File: config.mk
export PLATFORM = sky130hd
export DESIGN_NAME = cgs_clkgen_ctrl
export DESIGN_NICKNAME = d
export VERILOG_FILES = /design/src/rtl/cgs_pkg.sv /design/src/rtl/cgs_div2.sv /design/src/rtl/cgs_freq_mon.sv /design/src/rtl/cgs_clkgen_ctrl.sv
export SDC_FILE = /design/constraint.sdc
export NUM_CORES = 1
export LEC_CHECK = 0
export ABC_AREA = 1
export BUFFER_PORTS_ARGS = -buffer_cell sky130_fd_sc_hd__clkbuf_2
export CORE_MARGIN = 5
export CORE_UTILIZATION = 45
export DETAILED_ROUTE_END_ITERATION = 8
export PLACE_DENSITY = 0.68
export SLEW_MARGIN = 20
export SYNTH_ARGS = -nofsm -noshare
export SYNTH_HDL_FRONTEND = slang
export SYNTH_SLANG_ARGS = --single-unit
File: constraint.sdc
create_clock -name clk -period 2.8 [get_ports clk]
set_input_delay 0.14 -clock clk [delete_from_list [all_inputs] [get_ports clk]]
set_output_delay 0.14 -clock clk [all_outputs]
set_load 0.02 [all_outputs]
File: src/rtl/cgs_pkg.sv
// Constants, register map and carrier types for the clock generator control block.
// Assumes a 20 MHz system clock and an AHB-Lite master with 32-bit single transfers.
package cgs_pkg;

	// Register byte addresses
	localparam logic [7:0] ADDR_LOOP_CTRL = 8'h00;
	localparam logic [7:0] ADDR_BW_CTRL   = 8'h04;
	localparam logic [7:0] ADDR_MULT      = 8'h08;

	// Loop control register fields
	localparam int LC_IRQ_EN  = 7;
	localparam int LC_IRQ_FLG = 6;
	localparam int LC_PWR_EN  = 5;
	localparam int LC_SRC_SEL = 4;
	localparam logic [3:0] LC_UNUSED_VAL = 4'hF;

	// Bandwidth control register fields
	localparam int BW_AUTO    = 7;
	localparam int BW_LOCK    = 6;
	localparam int BW_TRACK   = 5;

	// Multiplier register field and reset value
	localparam int          MULT_W     = 4;
	localparam logic [3:0]  MULT_RESET = 4'h6;

	// Frequency monitor defaults, in reference cycles and counted VCO edges
	localparam int REF_WIN_DEF  = 16;
	localparam int TRK_TOL_DEF  = 8;
	localparam int LOCK_TOL_DEF = 2;

	// AHB-Lite encodings
	localparam logic [1:0] HTRANS_NONSEQ = 2'b10;
	localparam logic [2:0] HSIZE_WORD    = 3'b010;

	typedef struct packed {
		logic irq_en;
		logic irq_flag;
		logic pwr_en;
		logic src_sel;
	} cgs_loop_ctrl_t;

	typedef struct packed {
		logic auto_bw;
		logic trk_manual;
	} cgs_bw_ctrl_t;

	typedef struct packed {
		logic       write;
		logic [7:0] addr;
	} cgs_ahb_req_t;

endpackage

File: src/rtl/cgs_div2.sv
// Divide-by-two base clock generator running on edge pulses of the selected source.
// Assumes source edges arrive as one-cycle pulses already synchronised to clk.
`timescale 1ns/1ns
module cgs_div2 import cgs_pkg::*; (
	// Clock and reset
	input  wire logic clk,
	input  wire logic srst,
	// Control
	input  wire logic run,
	input  wire logic src_sel,
	input  wire logic xtal_rise,
	input  wire logic vco_rise,
	// Output
	output logic      base_q
);

	logic edge_sel;

	// Selected source, half frequency
	always_comb begin
		edge_sel = src_sel ? vco_rise : xtal_rise;
	end

	// Held low while the oscillator is off
	always_ff @(posedge clk) begin
		if (srst || !run) begin
			base_q <= 1'b0;
		end else if (edge_sel) begin
			base_q <= ~base_q;
		end
	end

endmodule

File: src/rtl/cgs_freq_mon.sv
// Frequency error monitor: counts VCO edges over a window of reference edges.
// Assumes one-cycle edge pulses synchronised to clk; VCO must run below clk/2.
`timescale 1ns/1ns
module cgs_freq_mon import cgs_pkg::*; #(
	parameter int REF_WIN  = REF_WIN_DEF,
	parameter int TRK_TOL  = TRK_TOL_DEF,
	parameter int LOCK_TOL = LOCK_TOL_DEF
) (
	// Clock and reset
	input  wire logic              clk,
	input  wire logic              srst,
	// Inputs
	input  wire logic              enable,
	input  wire logic              xtal_rise,
	input  wire logic              vco_rise,
	input  wire logic [MULT_W-1:0] mult,
	// Status
	output logic                   tracking_q,
	output logic                   settled_q
);

	localparam int CW = $clog2(REF_WIN * 32 + 1);

	logic [CW-1:0] ref_cnt_q;
	logic [CW-1:0] vco_cnt_q;
	logic [CW-1:0] expect_v;
	logic [CW-1:0] err_v;

	generate
		if (REF_WIN < 2 || LOCK_TOL > TRK_TOL) begin : g_bad
			$error("cgs_freq_mon: window or tolerance values unusable");
		end
	endgenerate

	// Multiplier field of zero behaves as one
	always_comb begin
		expect_v = CW'((mult == '0 ? 1 : int'(mult)) * REF_WIN);
		err_v    = (vco_cnt_q > expect_v) ? CW'(vco_cnt_q - expect_v)
		                                  : CW'(expect_v - vco_cnt_q);
	end

	always_ff @(posedge clk) begin
		if (srst || !enable) begin
			ref_cnt_q <= '0;
		end else if (xtal_rise) begin
			ref_cnt_q <= (ref_cnt_q == CW'(REF_WIN - 1)) ? '0 : CW'(ref_cnt_q + 1'b1);
		end
	end

	// Count saturates at twice target, so error never exceeds one hundred percent
	always_ff @(posedge clk) begin
		if (srst || !enable) begin
			vco_cnt_q <= '0;
		end else if (xtal_rise && ref_cnt_q == CW'(REF_WIN - 1)) begin
			vco_cnt_q <= '0;
		end else if (vco_rise && vco_cnt_q < CW'(expect_v << 1)) begin
			vco_cnt_q <= CW'(vco_cnt_q + 1'b1);
		end
	end

	always_ff @(posedge clk) begin
		if (srst || !enable) begin
			tracking_q <= 1'b0;
			settled_q  <= 1'b0;
		end else if (xtal_rise && ref_cnt_q == CW'(REF_WIN - 1)) begin
			tracking_q <= (err_v <= CW'(TRK_TOL));
			settled_q  <= (err_v <= CW'(LOCK_TOL));
		end
	end

endmodule

File: src/rtl/cgs_clkgen_ctrl.sv
// Clock generator control and status: AHB-Lite registers, lock interrupt, stop and break
// handling, base clock selection. Clock pins and system control inputs are asynchronous and
// are synchronised here; break and stop controls come from the system integration logic.
//
// Decided for this implementation: the placing of the registers and register access over AHB-Lite.
`timescale 1ns/1ns
module cgs_clkgen_ctrl import cgs_pkg::*; #(
	parameter int REF_WIN  = REF_WIN_DEF,
	parameter int TRK_TOL  = TRK_TOL_DEF,
	parameter int LOCK_TOL = LOCK_TOL_DEF
) (
	// Clock and reset
	input  wire logic        clk,
	input  wire logic        srst,
	// AHB-Lite slave
	input  wire logic        hsel,
	input  wire logic [31:0] haddr,
	input  wire logic [1:0]  htrans,
	input  wire logic        hwrite,
	input  wire logic [2:0]  hsize,
	input  wire logic [31:0] hwdata,
	input  wire logic        hready,
	output logic      [31:0] hrdata,
	output logic             hreadyout,
	output logic             hresp,
	// Clock pins
	input  wire logic        xtal_pin,
	input  wire logic        vco_pin,
	// System integration controls
	input  wire logic        osc_run_en,
	input  wire logic        break_active,
	input  wire logic        break_flag_clear_en,
	// Outputs
	output logic             xtal_clock,
	output logic             base_clock_out,
	output logic             clkgen_irq_out
);

	// Synchronisers: stage one is read only by stage two
	logic [1:0] xtal_s_q;
	logic [1:0] vco_s_q;
	logic [1:0] run_s_q;
	logic [1:0] brk_s_q;
	logic [1:0] break_flag_clear_en_s_q;
	logic       xtal_d1_q;
	logic       vco_d1_q;
	logic       run_d1_q;

	logic xtal_rise;
	logic vco_rise;
	logic run;
	logic stop_entry;

	// Registers
	cgs_loop_ctrl_t      lc_q;
	cgs_bw_ctrl_t        bw_q;
	logic [MULT_W-1:0]   mult_q;
	logic                settled_prev_q;

	// Bus phase
	cgs_ahb_req_t        req_q;
	logic                dphase_q;

	// Monitor outputs
	logic mon_tracking;
	logic mon_settled;
	logic settled_ind;
	logic tracking_ind;

	// Decodes
	logic addr_ok;
	logic take;
	logic wr_lc;
	logic wr_bw;
	logic wr_mult;
	logic rd_lc;
	logic flag_protect;
	logic lock_change;
	logic flag_clear;
	logic [31:0] rd_word;

	function automatic logic [31:0] read_mux(input logic [7:0] a, input logic [31:0] lc,
	                                         input logic [31:0] bw, input logic [31:0] mu);
		case (a)
			ADDR_LOOP_CTRL: read_mux = lc;
			ADDR_BW_CTRL:   read_mux = bw;
			ADDR_MULT:      read_mux = mu;
			default:        read_mux = 32'h0000_0000;
		endcase
	endfunction

	generate
		if (REF_WIN < 2) begin : g_bad
			$error("cgs_clkgen_ctrl: reference window too short");
		end
	endgenerate

	always_ff @(posedge clk) begin
		if (srst) begin
			xtal_s_q <= 2'h0;
			vco_s_q  <= 2'h0;
			run_s_q  <= 2'h0;
			brk_s_q  <= 2'h0;
			break_flag_clear_en_s_q <= 2'h0;
		end else begin
			xtal_s_q <= {xtal_s_q[0], xtal_pin};
			vco_s_q  <= {vco_s_q[0], vco_pin};
			run_s_q  <= {run_s_q[0], osc_run_en};
			brk_s_q  <= {brk_s_q[0], break_active};
			break_flag_clear_en_s_q <= {break_flag_clear_en_s_q[0], break_flag_clear_en};
		end
	end

	always_ff @(posedge clk) begin
		if (srst) begin
			xtal_d1_q <= 1'b0;
			vco_d1_q  <= 1'b0;
			run_d1_q  <= 1'b0;
		end else begin
			xtal_d1_q <= xtal_s_q[1];
			vco_d1_q  <= vco_s_q[1];
			run_d1_q  <= run_s_q[1];
		end
	end

	always_comb begin
		run        = run_s_q[1];
		xtal_rise  = xtal_s_q[1] & ~xtal_d1_q & run;
		vco_rise   = vco_s_q[1] & ~vco_d1_q & run & lc_q.pwr_en;
		stop_entry = run_d1_q & ~run;
	end

	// Lock and acquisition status

	cgs_freq_mon #(
		.REF_WIN  (REF_WIN),
		.TRK_TOL  (TRK_TOL),
		.LOCK_TOL (LOCK_TOL)
	) u_mon (
		.clk        (clk),
		.srst       (srst),
		.enable     (bw_q.auto_bw & lc_q.pwr_en & run),
		.xtal_rise  (xtal_rise),
		.vco_rise   (vco_rise),
		.mult       (mult_q),
		.tracking_q (mon_tracking),
		.settled_q  (mon_settled)
	);

	always_comb begin
		settled_ind  = bw_q.auto_bw & mon_settled;
		tracking_ind = bw_q.auto_bw ? mon_tracking : bw_q.trk_manual;
	end

	always_ff @(posedge clk) begin
		if (srst) begin
			settled_prev_q <= 1'b0;
		end else begin
			settled_prev_q <= settled_ind;
		end
	end

	// Both directions of change count
	always_comb begin
		lock_change = bw_q.auto_bw & (settled_ind ^ settled_prev_q);
	end

	// AHB-Lite: zero wait states, always OKAY
	always_comb begin
		addr_ok = (haddr[7:0] == ADDR_LOOP_CTRL) || (haddr[7:0] == ADDR_BW_CTRL)
		       || (haddr[7:0] == ADDR_MULT);
		take    = hsel & hready & (htrans == HTRANS_NONSEQ) & (hsize == HSIZE_WORD)
		        & (haddr[31:8] == 24'h00_0000) & addr_ok;
		wr_lc   = dphase_q & req_q.write & (req_q.addr == ADDR_LOOP_CTRL);
		wr_bw   = dphase_q & req_q.write & (req_q.addr == ADDR_BW_CTRL);
		wr_mult = dphase_q & req_q.write & (req_q.addr == ADDR_MULT);
		// Flag clears on the read address phase so read data still shows it set
		rd_lc   = take & ~hwrite & (haddr[7:0] == ADDR_LOOP_CTRL);
	end

	always_ff @(posedge clk) begin
		if (srst) begin
			dphase_q <= 1'b0;
			req_q    <= '0;
		end else begin
			dphase_q <= take & hwrite;
			if (take) begin
				req_q.write <= hwrite;
				req_q.addr  <= haddr[7:0];
			end
		end
	end

	always_comb begin
		rd_word = read_mux(haddr[7:0],
		                   {24'h00_0000, lc_q.irq_en, lc_q.irq_flag & bw_q.auto_bw,
		                    lc_q.pwr_en, lc_q.src_sel, LC_UNUSED_VAL},
		                   {24'h00_0000, bw_q.auto_bw, settled_ind, tracking_ind, 5'h00},
		                   {28'h000_0000, mult_q});
	end

	always_ff @(posedge clk) begin
		if (srst) begin
			hrdata    <= 32'h0000_0000;
			hreadyout <= 1'b0;
			hresp     <= 1'b0;
		end else begin
			hreadyout <= 1'b1;
			hresp     <= 1'b0;
			if (take && !hwrite) begin
				hrdata <= rd_word;
			end
		end
	end

	// Break protection of the flag
	always_comb begin
		flag_protect = brk_s_q[1] & ~break_flag_clear_en_s_q[1];
		flag_clear   = rd_lc & ~flag_protect;
	end

	// Flag: a change in the same cycle as a clearing read wins; set regardless of enable
	always_ff @(posedge clk) begin
		if (srst) begin
			lc_q.irq_flag <= 1'b0;
		end else if (!bw_q.auto_bw) begin
			lc_q.irq_flag <= 1'b0;
		end else if (lock_change) begin
			lc_q.irq_flag <= 1'b1;
		end else if (flag_clear) begin
			lc_q.irq_flag <= 1'b0;
		end
	end

	// Enable is writable only in automatic mode and reads as zero otherwise
	always_ff @(posedge clk) begin
		if (srst) begin
			lc_q.irq_en <= 1'b0;
		end else if (!bw_q.auto_bw) begin
			lc_q.irq_en <= 1'b0;
		end else if (wr_lc) begin
			lc_q.irq_en <= hwdata[LC_IRQ_EN];
		end
	end

	// Power cannot be cleared while the VCO drives the base clock
	always_ff @(posedge clk) begin
		if (srst) begin
			lc_q.pwr_en <= 1'b1;
		end else if (wr_lc && (hwdata[LC_PWR_EN] || !lc_q.src_sel)) begin
			lc_q.pwr_en <= hwdata[LC_PWR_EN];
		end
	end

	// Source select: stop clears it, lock is not checked
	always_ff @(posedge clk) begin
		if (srst) begin
			lc_q.src_sel <= 1'b0;
		end else if (stop_entry || !run) begin
			lc_q.src_sel <= 1'b0;
		end else if (wr_lc && (lc_q.pwr_en || !hwdata[LC_SRC_SEL])) begin
			lc_q.src_sel <= hwdata[LC_SRC_SEL];
		end
	end

	// Manual tracking value is kept while automatic mode hides it
	always_ff @(posedge clk) begin
		if (srst) begin
			bw_q <= '0;
		end else if (wr_bw) begin
			bw_q.auto_bw <= hwdata[BW_AUTO];
			if (!bw_q.auto_bw) begin
				bw_q.trk_manual <= hwdata[BW_TRACK];
			end
		end
	end

	// Multiplier is frozen while the loop is powered
	always_ff @(posedge clk) begin
		if (srst) begin
			mult_q <= MULT_RESET;
		end else if (wr_mult && !lc_q.pwr_en) begin
			mult_q <= hwdata[MULT_W-1:0];
		end
	end

	// Outputs. No wait-mode input exists: wait leaves everything running

	cgs_div2 u_div (
		.clk       (clk),
		.srst      (srst),
		.run       (run),
		.src_sel   (lc_q.src_sel),
		.xtal_rise (xtal_rise),
		.vco_rise  (vco_rise),
		.base_q    (base_clock_out)
	);

	always_ff @(posedge clk) begin
		if (srst) begin
			xtal_clock <= 1'b0;
		end else begin
			xtal_clock <= xtal_s_q[1] & run;
		end
	end

	// Level output, only in automatic mode and while running
	always_ff @(posedge clk) begin
		if (srst) begin
			clkgen_irq_out <= 1'b0;
		end else begin
			clkgen_irq_out <= lc_q.irq_flag & lc_q.irq_en & bw_q.auto_bw & run;
		end
	end

endmodule

# Yosys cells after proc, flatten, opt, wreduce, memory -nomap -nowiden
# Index checks and enable logic that the tools add are counted.
# word_totals
input_bits	79
word_cells	118
register_bits	92
output_inout_bits	37
# classes
n_reduce_logical	28
bitwise	38
eq_ne	7
magnitude_cmp	4
n_addsub	4
mux	9
# op_table
operator	n
1-bit bitwise AND	29
24-bit logical NOT	1
8-bit case mux with 3 select lines	1
10-bit by 1-bit adder with 10-bit output, second input constant	2
10-bit 2-to-1 mux	2
10-bit subtractor	2
8-bit by 3-bit == test with 1-bit output, second input constant	2
8-bit by 4-bit == test with 1-bit output, second input constant	2
8-bit logical NOT	2
10-bit by 4-bit == test with 1-bit output, second input constant	1
10-bit greater-than comparator	1
10-bit by 2-bit less-or-equal comparator with 1-bit output, second input constant	1
10-bit by 4-bit less-or-equal comparator with 1-bit output, second input constant	1
10-bit < comparator	1
1-bit NOT	8
1-bit logical OR	7
1-bit logical AND	6
1-bit logical NOT	6
2-bit OR reduction	3
1-bit 2-to-1 mux	5
4-bit logical NOT	1
4-bit 2-to-1 mux	1
3-bit by 2-bit == test with 1-bit output, second input constant	1
2-bit == test, second input constant	1
other kinds (3)	3

# Logic depth before layout (Yosys ltp)
# logic_depth
depth_word	10
depth_mapped	16
depth_no_buf	16

# Cells and area by module
# Synthesis repeated with hierarchy kept, for this count alone.
# hier_totals
hier_cells	608
area_unflattened_um2	4047.6
# modules_own_cells
mod	cells_each	instances	area_each_um2
cgs_clkgen_ctrl	315	1	2202.1
cgs_freq_mon	282	1	1785.5
cgs_div2	11	1	60.1

# Worst setup path after synthesis
# OpenSTA, ideal clock, no wires.
# synth_path
path_kind	register to register
startpoint	reg mult_q[1]
endpoint	reg u_mon.tracking_q
period_less_slack_ps	2083
path_stages_with_launch	15
setup_slack_ps	717
arrival_ps	1970
path_cell_list	dfxtp_1 > o31ai_4 > ha_1 > inv_1 > fa_1 > nand3_1 > nand3_1 > nand2_1 > nand2_2 > nor2_1 > nand2_1 > nand2_1 > o21ai_0 > nand3_1 > nand2_1
# synth_between
elab_chain_len	5
# synth_lines
element	line_no	rtl
start: declaration	cgs_clkgen_ctrl.sv:57	logic [MULT_W-1:0] mult_q;
start signal: assignment	cgs_clkgen_ctrl.sv:283	mult_q <= hwdata[MULT_W-1:0];
4-bit logical NOT	cgs_freq_mon.sv:37	expect_v = CW'((mult == '0 ? 1 : int'(mult)) * REF_WIN);
4-bit 2-to-1 mux (*)	cgs_freq_mon.sv:37	
10-bit subtractor, or another cell as far along	cgs_freq_mon.sv:39	: CW'(expect_v - vco_cnt_q);
10-bit 2-to-1 mux (*)	cgs_freq_mon.sv:38	err_v = (vco_cnt_q > expect_v) ? CW'(vco_cnt_q - expect_v)
10-bit by 4-bit less-or-equal comparator with 1-bit output (*)	cgs_freq_mon.sv:66	tracking_q <= (err_v <= CW'(TRK_TOL));
end signal: assignment	cgs_freq_mon.sv:66	
end: declaration	cgs_freq_mon.sv:18	output logic tracking_q,
# Every way passes the cells marked *; elsewhere a longest branch is shown, timed or not.
# A chain may end at the register's enable or synchronous reset.

# Worst setup path after layout
# Same ends and word-level chain as after synthesis.

==> results.toml <==
[outcome]
status = "completed"

[sta]
min_period_ns = 2.39
fin_skew_ns = 0.00862
worst_slew_pin_slew_ns = 0.582
finalCritPeriodShare_pct = 85.4
finalSetupViolations = 0
hold_violations = 0
rsz0062_at_grt = "false"
slew_headroom_pct = 60.8
max_freq_mhz = 418
slew_violations = 0
setup_tns_ns = 0

[floorplan]
fp-row-count = 35
core_mm2 = 0.00924
die_h_um = 108
pin_count = 116
initial_core_util_pct = 46.4
die-width_um = 108
fp.dieArea_mm2 = 0.0116

[clocking]
cts_buffer_depth = 2
cts_made_buffers = 9
cts_sinks = 67
cts_max_level = 3
cts-root-buf = "clkbuf_8"
ctsHoldBuffers = 5
cts.reportedPaths.clkPinSlew_ns = 0.08
ctsResizeCount = 0
post_cts_buffers = 0
worstSkewPairLatency_ns = 0.35
tritoncts = "built"

[synthesis]
avgSynthCellArea_um2 = 6.70
synth_area_leaders = "dfxtp_1 (31%), nand2_1 (11%), inv_1 (9.6%)"
yosys.cell_types.count = 40
ys_seq_area_share_pct = 31.3
synth_area_leader_cell = "dfxtp_1"
syn_area_mm2 = 0.00428
synth_top_area_share_pct = 31.3
synth_seq_cells = 67
synthCells = 639
yosysWarnings = 0

[route]
drtIter0Drc = 186
drc = 0
drt_pass1_iterations = 5
drt_wl_total_um = 10100
viasPerCell = 4.80
drtAntennaViolNets = 0
wl_per_cell_um = 12.0
vias = 4049

[power_and_ir_drop]
peakVddDrop_v = 0.000361
leakage_nw = 2.34
power.density_mw_per_mm2 = 424

[layout]
layout.nets = 805
fin_area_mm2 = 0.00491
final_common_cell = "nand2_1"
drive_above_1_share_pct = 16.9
final_cell_mix = "nand2_1 (129), inv_1 (109), nor2_1 (77), dfxtp_1 (67), clkbuf_2 (65)"
area_growth_pct = 14.7
diodes = 0

[worst_setup_path]
rrSetupSlack_ns = 0.41
worst_setup_path_end_kind = "flop"
worstSetupEndpoint = "u_mon.tracking_q$_SDFFE_PP0P_"
required_ns = 3.05
critPathMaxFanout = 8
crit_path_start_kind = "flop"
timing.rr.end = "u_mon.tracking_q$_SDFFE_PP0P_"
cp.arrival_ns = 2.64
regToRegStartpoint = "mult_q[1]$_SDFFE_PP1P_"
r2r_cells = 14
crit_type = "flop to flop"
crit_path_start = "mult_q[1]$_SDFFE_PP1P_"

[placement]
dp_hpwl_um = 7870
gp_congestion = 0.904
io_buffers = 65
post_dp_cell_area_mm2 = 0.00462

[grt]
grt_max_degree = 26
grt_first_pass_wirelength_um = 17200
grt_pass1_vias = 3923
grt_use_total_pct = 18.4
antenna_found_initial = 0
grt-ovfl-total = 0

[run]
cap_violations = 0

[hold_path]
min_path_type = "primary input to flop"
hold_path_depth = 3
[cell type report]
class	count	area [µm²]
multi-input combinational	445	2350
clock buffer	9	124
tap	129	161
sequential	67	1340
inverter	115	432
fill	908	4330
timing repair buffer	72	390
clock inverter	7	116
[flip-flops by register name, indices dropped and copies added (netlist names)]
register	flops
lc_q	4
run_s_q	2
break_flag_clear_en_s_q	2
req_q	9
clkgen_irq_out	1
u_mon.settled_q	1
hrdata	8
bw_q	2
settled_prev_q	1
brk_s_q	2
u_mon.ref_cnt_q	10
u_div.base_q	1
dphase_q	1
u_mon.vco_cnt_q	10
mult_q	4
hreadyout	1
vco_d1_q	1
xtal_clock	1
xtal_s_q	2
vco_s_q	2
xtal_d1_q	1
u_mon.tracking_q	1
[critical path, cell delays in order (launching register included)]
cell and delay [ns]:
dfxtp_1 0.37, o31ai_4 0.30, ha_1 0.21, inv_1 0.05, fa_1 0.45, nand3_1 0.11
nand3_1 0.09, nand2_1 0.09, nand2_2 0.11, nor2_1 0.11, nand2_1 0.05, nand2_1 0.08
o21ai_0 0.09, nand3_1 0.11, nand2_1 0.06
[Yosys cell counts]
cell	count
nand3_4	2
xnor2_1	3
nand3_2	2
o21ai_0	18
a21oi_1	31
fa_1	1
nand2_4	1
dfxtp_1	67
o21a_1	3
o211a_1	1
o21ai_1	3
nor4_1	4
conb_1	1
nand2_2	8
inv_2	5
ha_1	15
a21boi_0	1
clkbuf_1	2
nor3_1	4
nand2_1	129
buf_1	2
inv_1	109
nor2_4	5
nand4_1	36
nand3b_1	1
xor2_1	12
o211ai_2	1
o211ai_1	1
a21oi_2	6
buf_4	28
nand3_1	46
buf_2	3
o31ai_4	1
clkinv_1	1
nor2_1	77
a211oi_1	1
nor2_2	5
nor3b_2	1
buf_6	1
nor3_4	1
[through the flow]
step	hold WS (ns)	cells	power [W]	worst slack, ns	utilization, %
final	0.0431	844	0.00209	0.410	53.2
after global routing	0.0477	844	0.00216	0.218	53.2
after CTS	0.0306	844	0.00210	0.411	53.2
after detailed placement	0.338	823	0.00112	0.445	50.0
after global placement	0.334	823	0.00111	0.509	50.0
after floorplan	0.247	663	0.00109	0.717	-
[cell families after synthesis]
family,after synthesis,share of synthesized area (%)
simple gates,322,35.3
buf+inv,151,16.0
compound gates,67,9.38
flops,67,31.3
fa+ha+maj,16,4.85
xor+xnor,15,3.07
other cells,1,0.0876
[per-layer routing]
metal | global-route usage, % | vias up | wire (µm)
met2 | 31.3 | 113 | 4880
met4 | 7.30 | 0 | 211
met3 | 4.14 | 13 | 628
met5 | 0 | - | 0
li1 | - | 2121 | -
met1 | 22.3 | 1802 | 4420
[how the worst min path moves through the flow]
stage	startpoint	endpoint	slack, ns
6_report	hwdata[7]	bw_q[1]$_SDFFE_PP0P_	0.04
5_1_grt	hwdata[7]	bw_q[1]$_SDFFE_PP0P_	0.05
4_1_cts	hwdata[7]	bw_q[1]$_SDFFE_PP0P_	0.03
3_5_place_dp	vco_pin	vco_s_q[0]$_SDFF_PP0_	0.34
3_3_place_gp	osc_run_en	run_s_q[0]$_SDFF_PP0_	0.33
2_1_floorplan	break_flag_clear_en	break_flag_clear_en_s_q[0]$_SDFF_PP0_	0.25
[where the power goes]
group,internal (W),leakage (nW),total (W),switching (W)
logic,0.0000461,1.68,0.000137,0.0000907
clock network,0.000590,0.119,0.000985,0.000395
registers,0.000960,0.542,0.000964,0.00000321
total,0.00160,2.34,0.00209,0.000489
(Power assumes the default switching activity.)
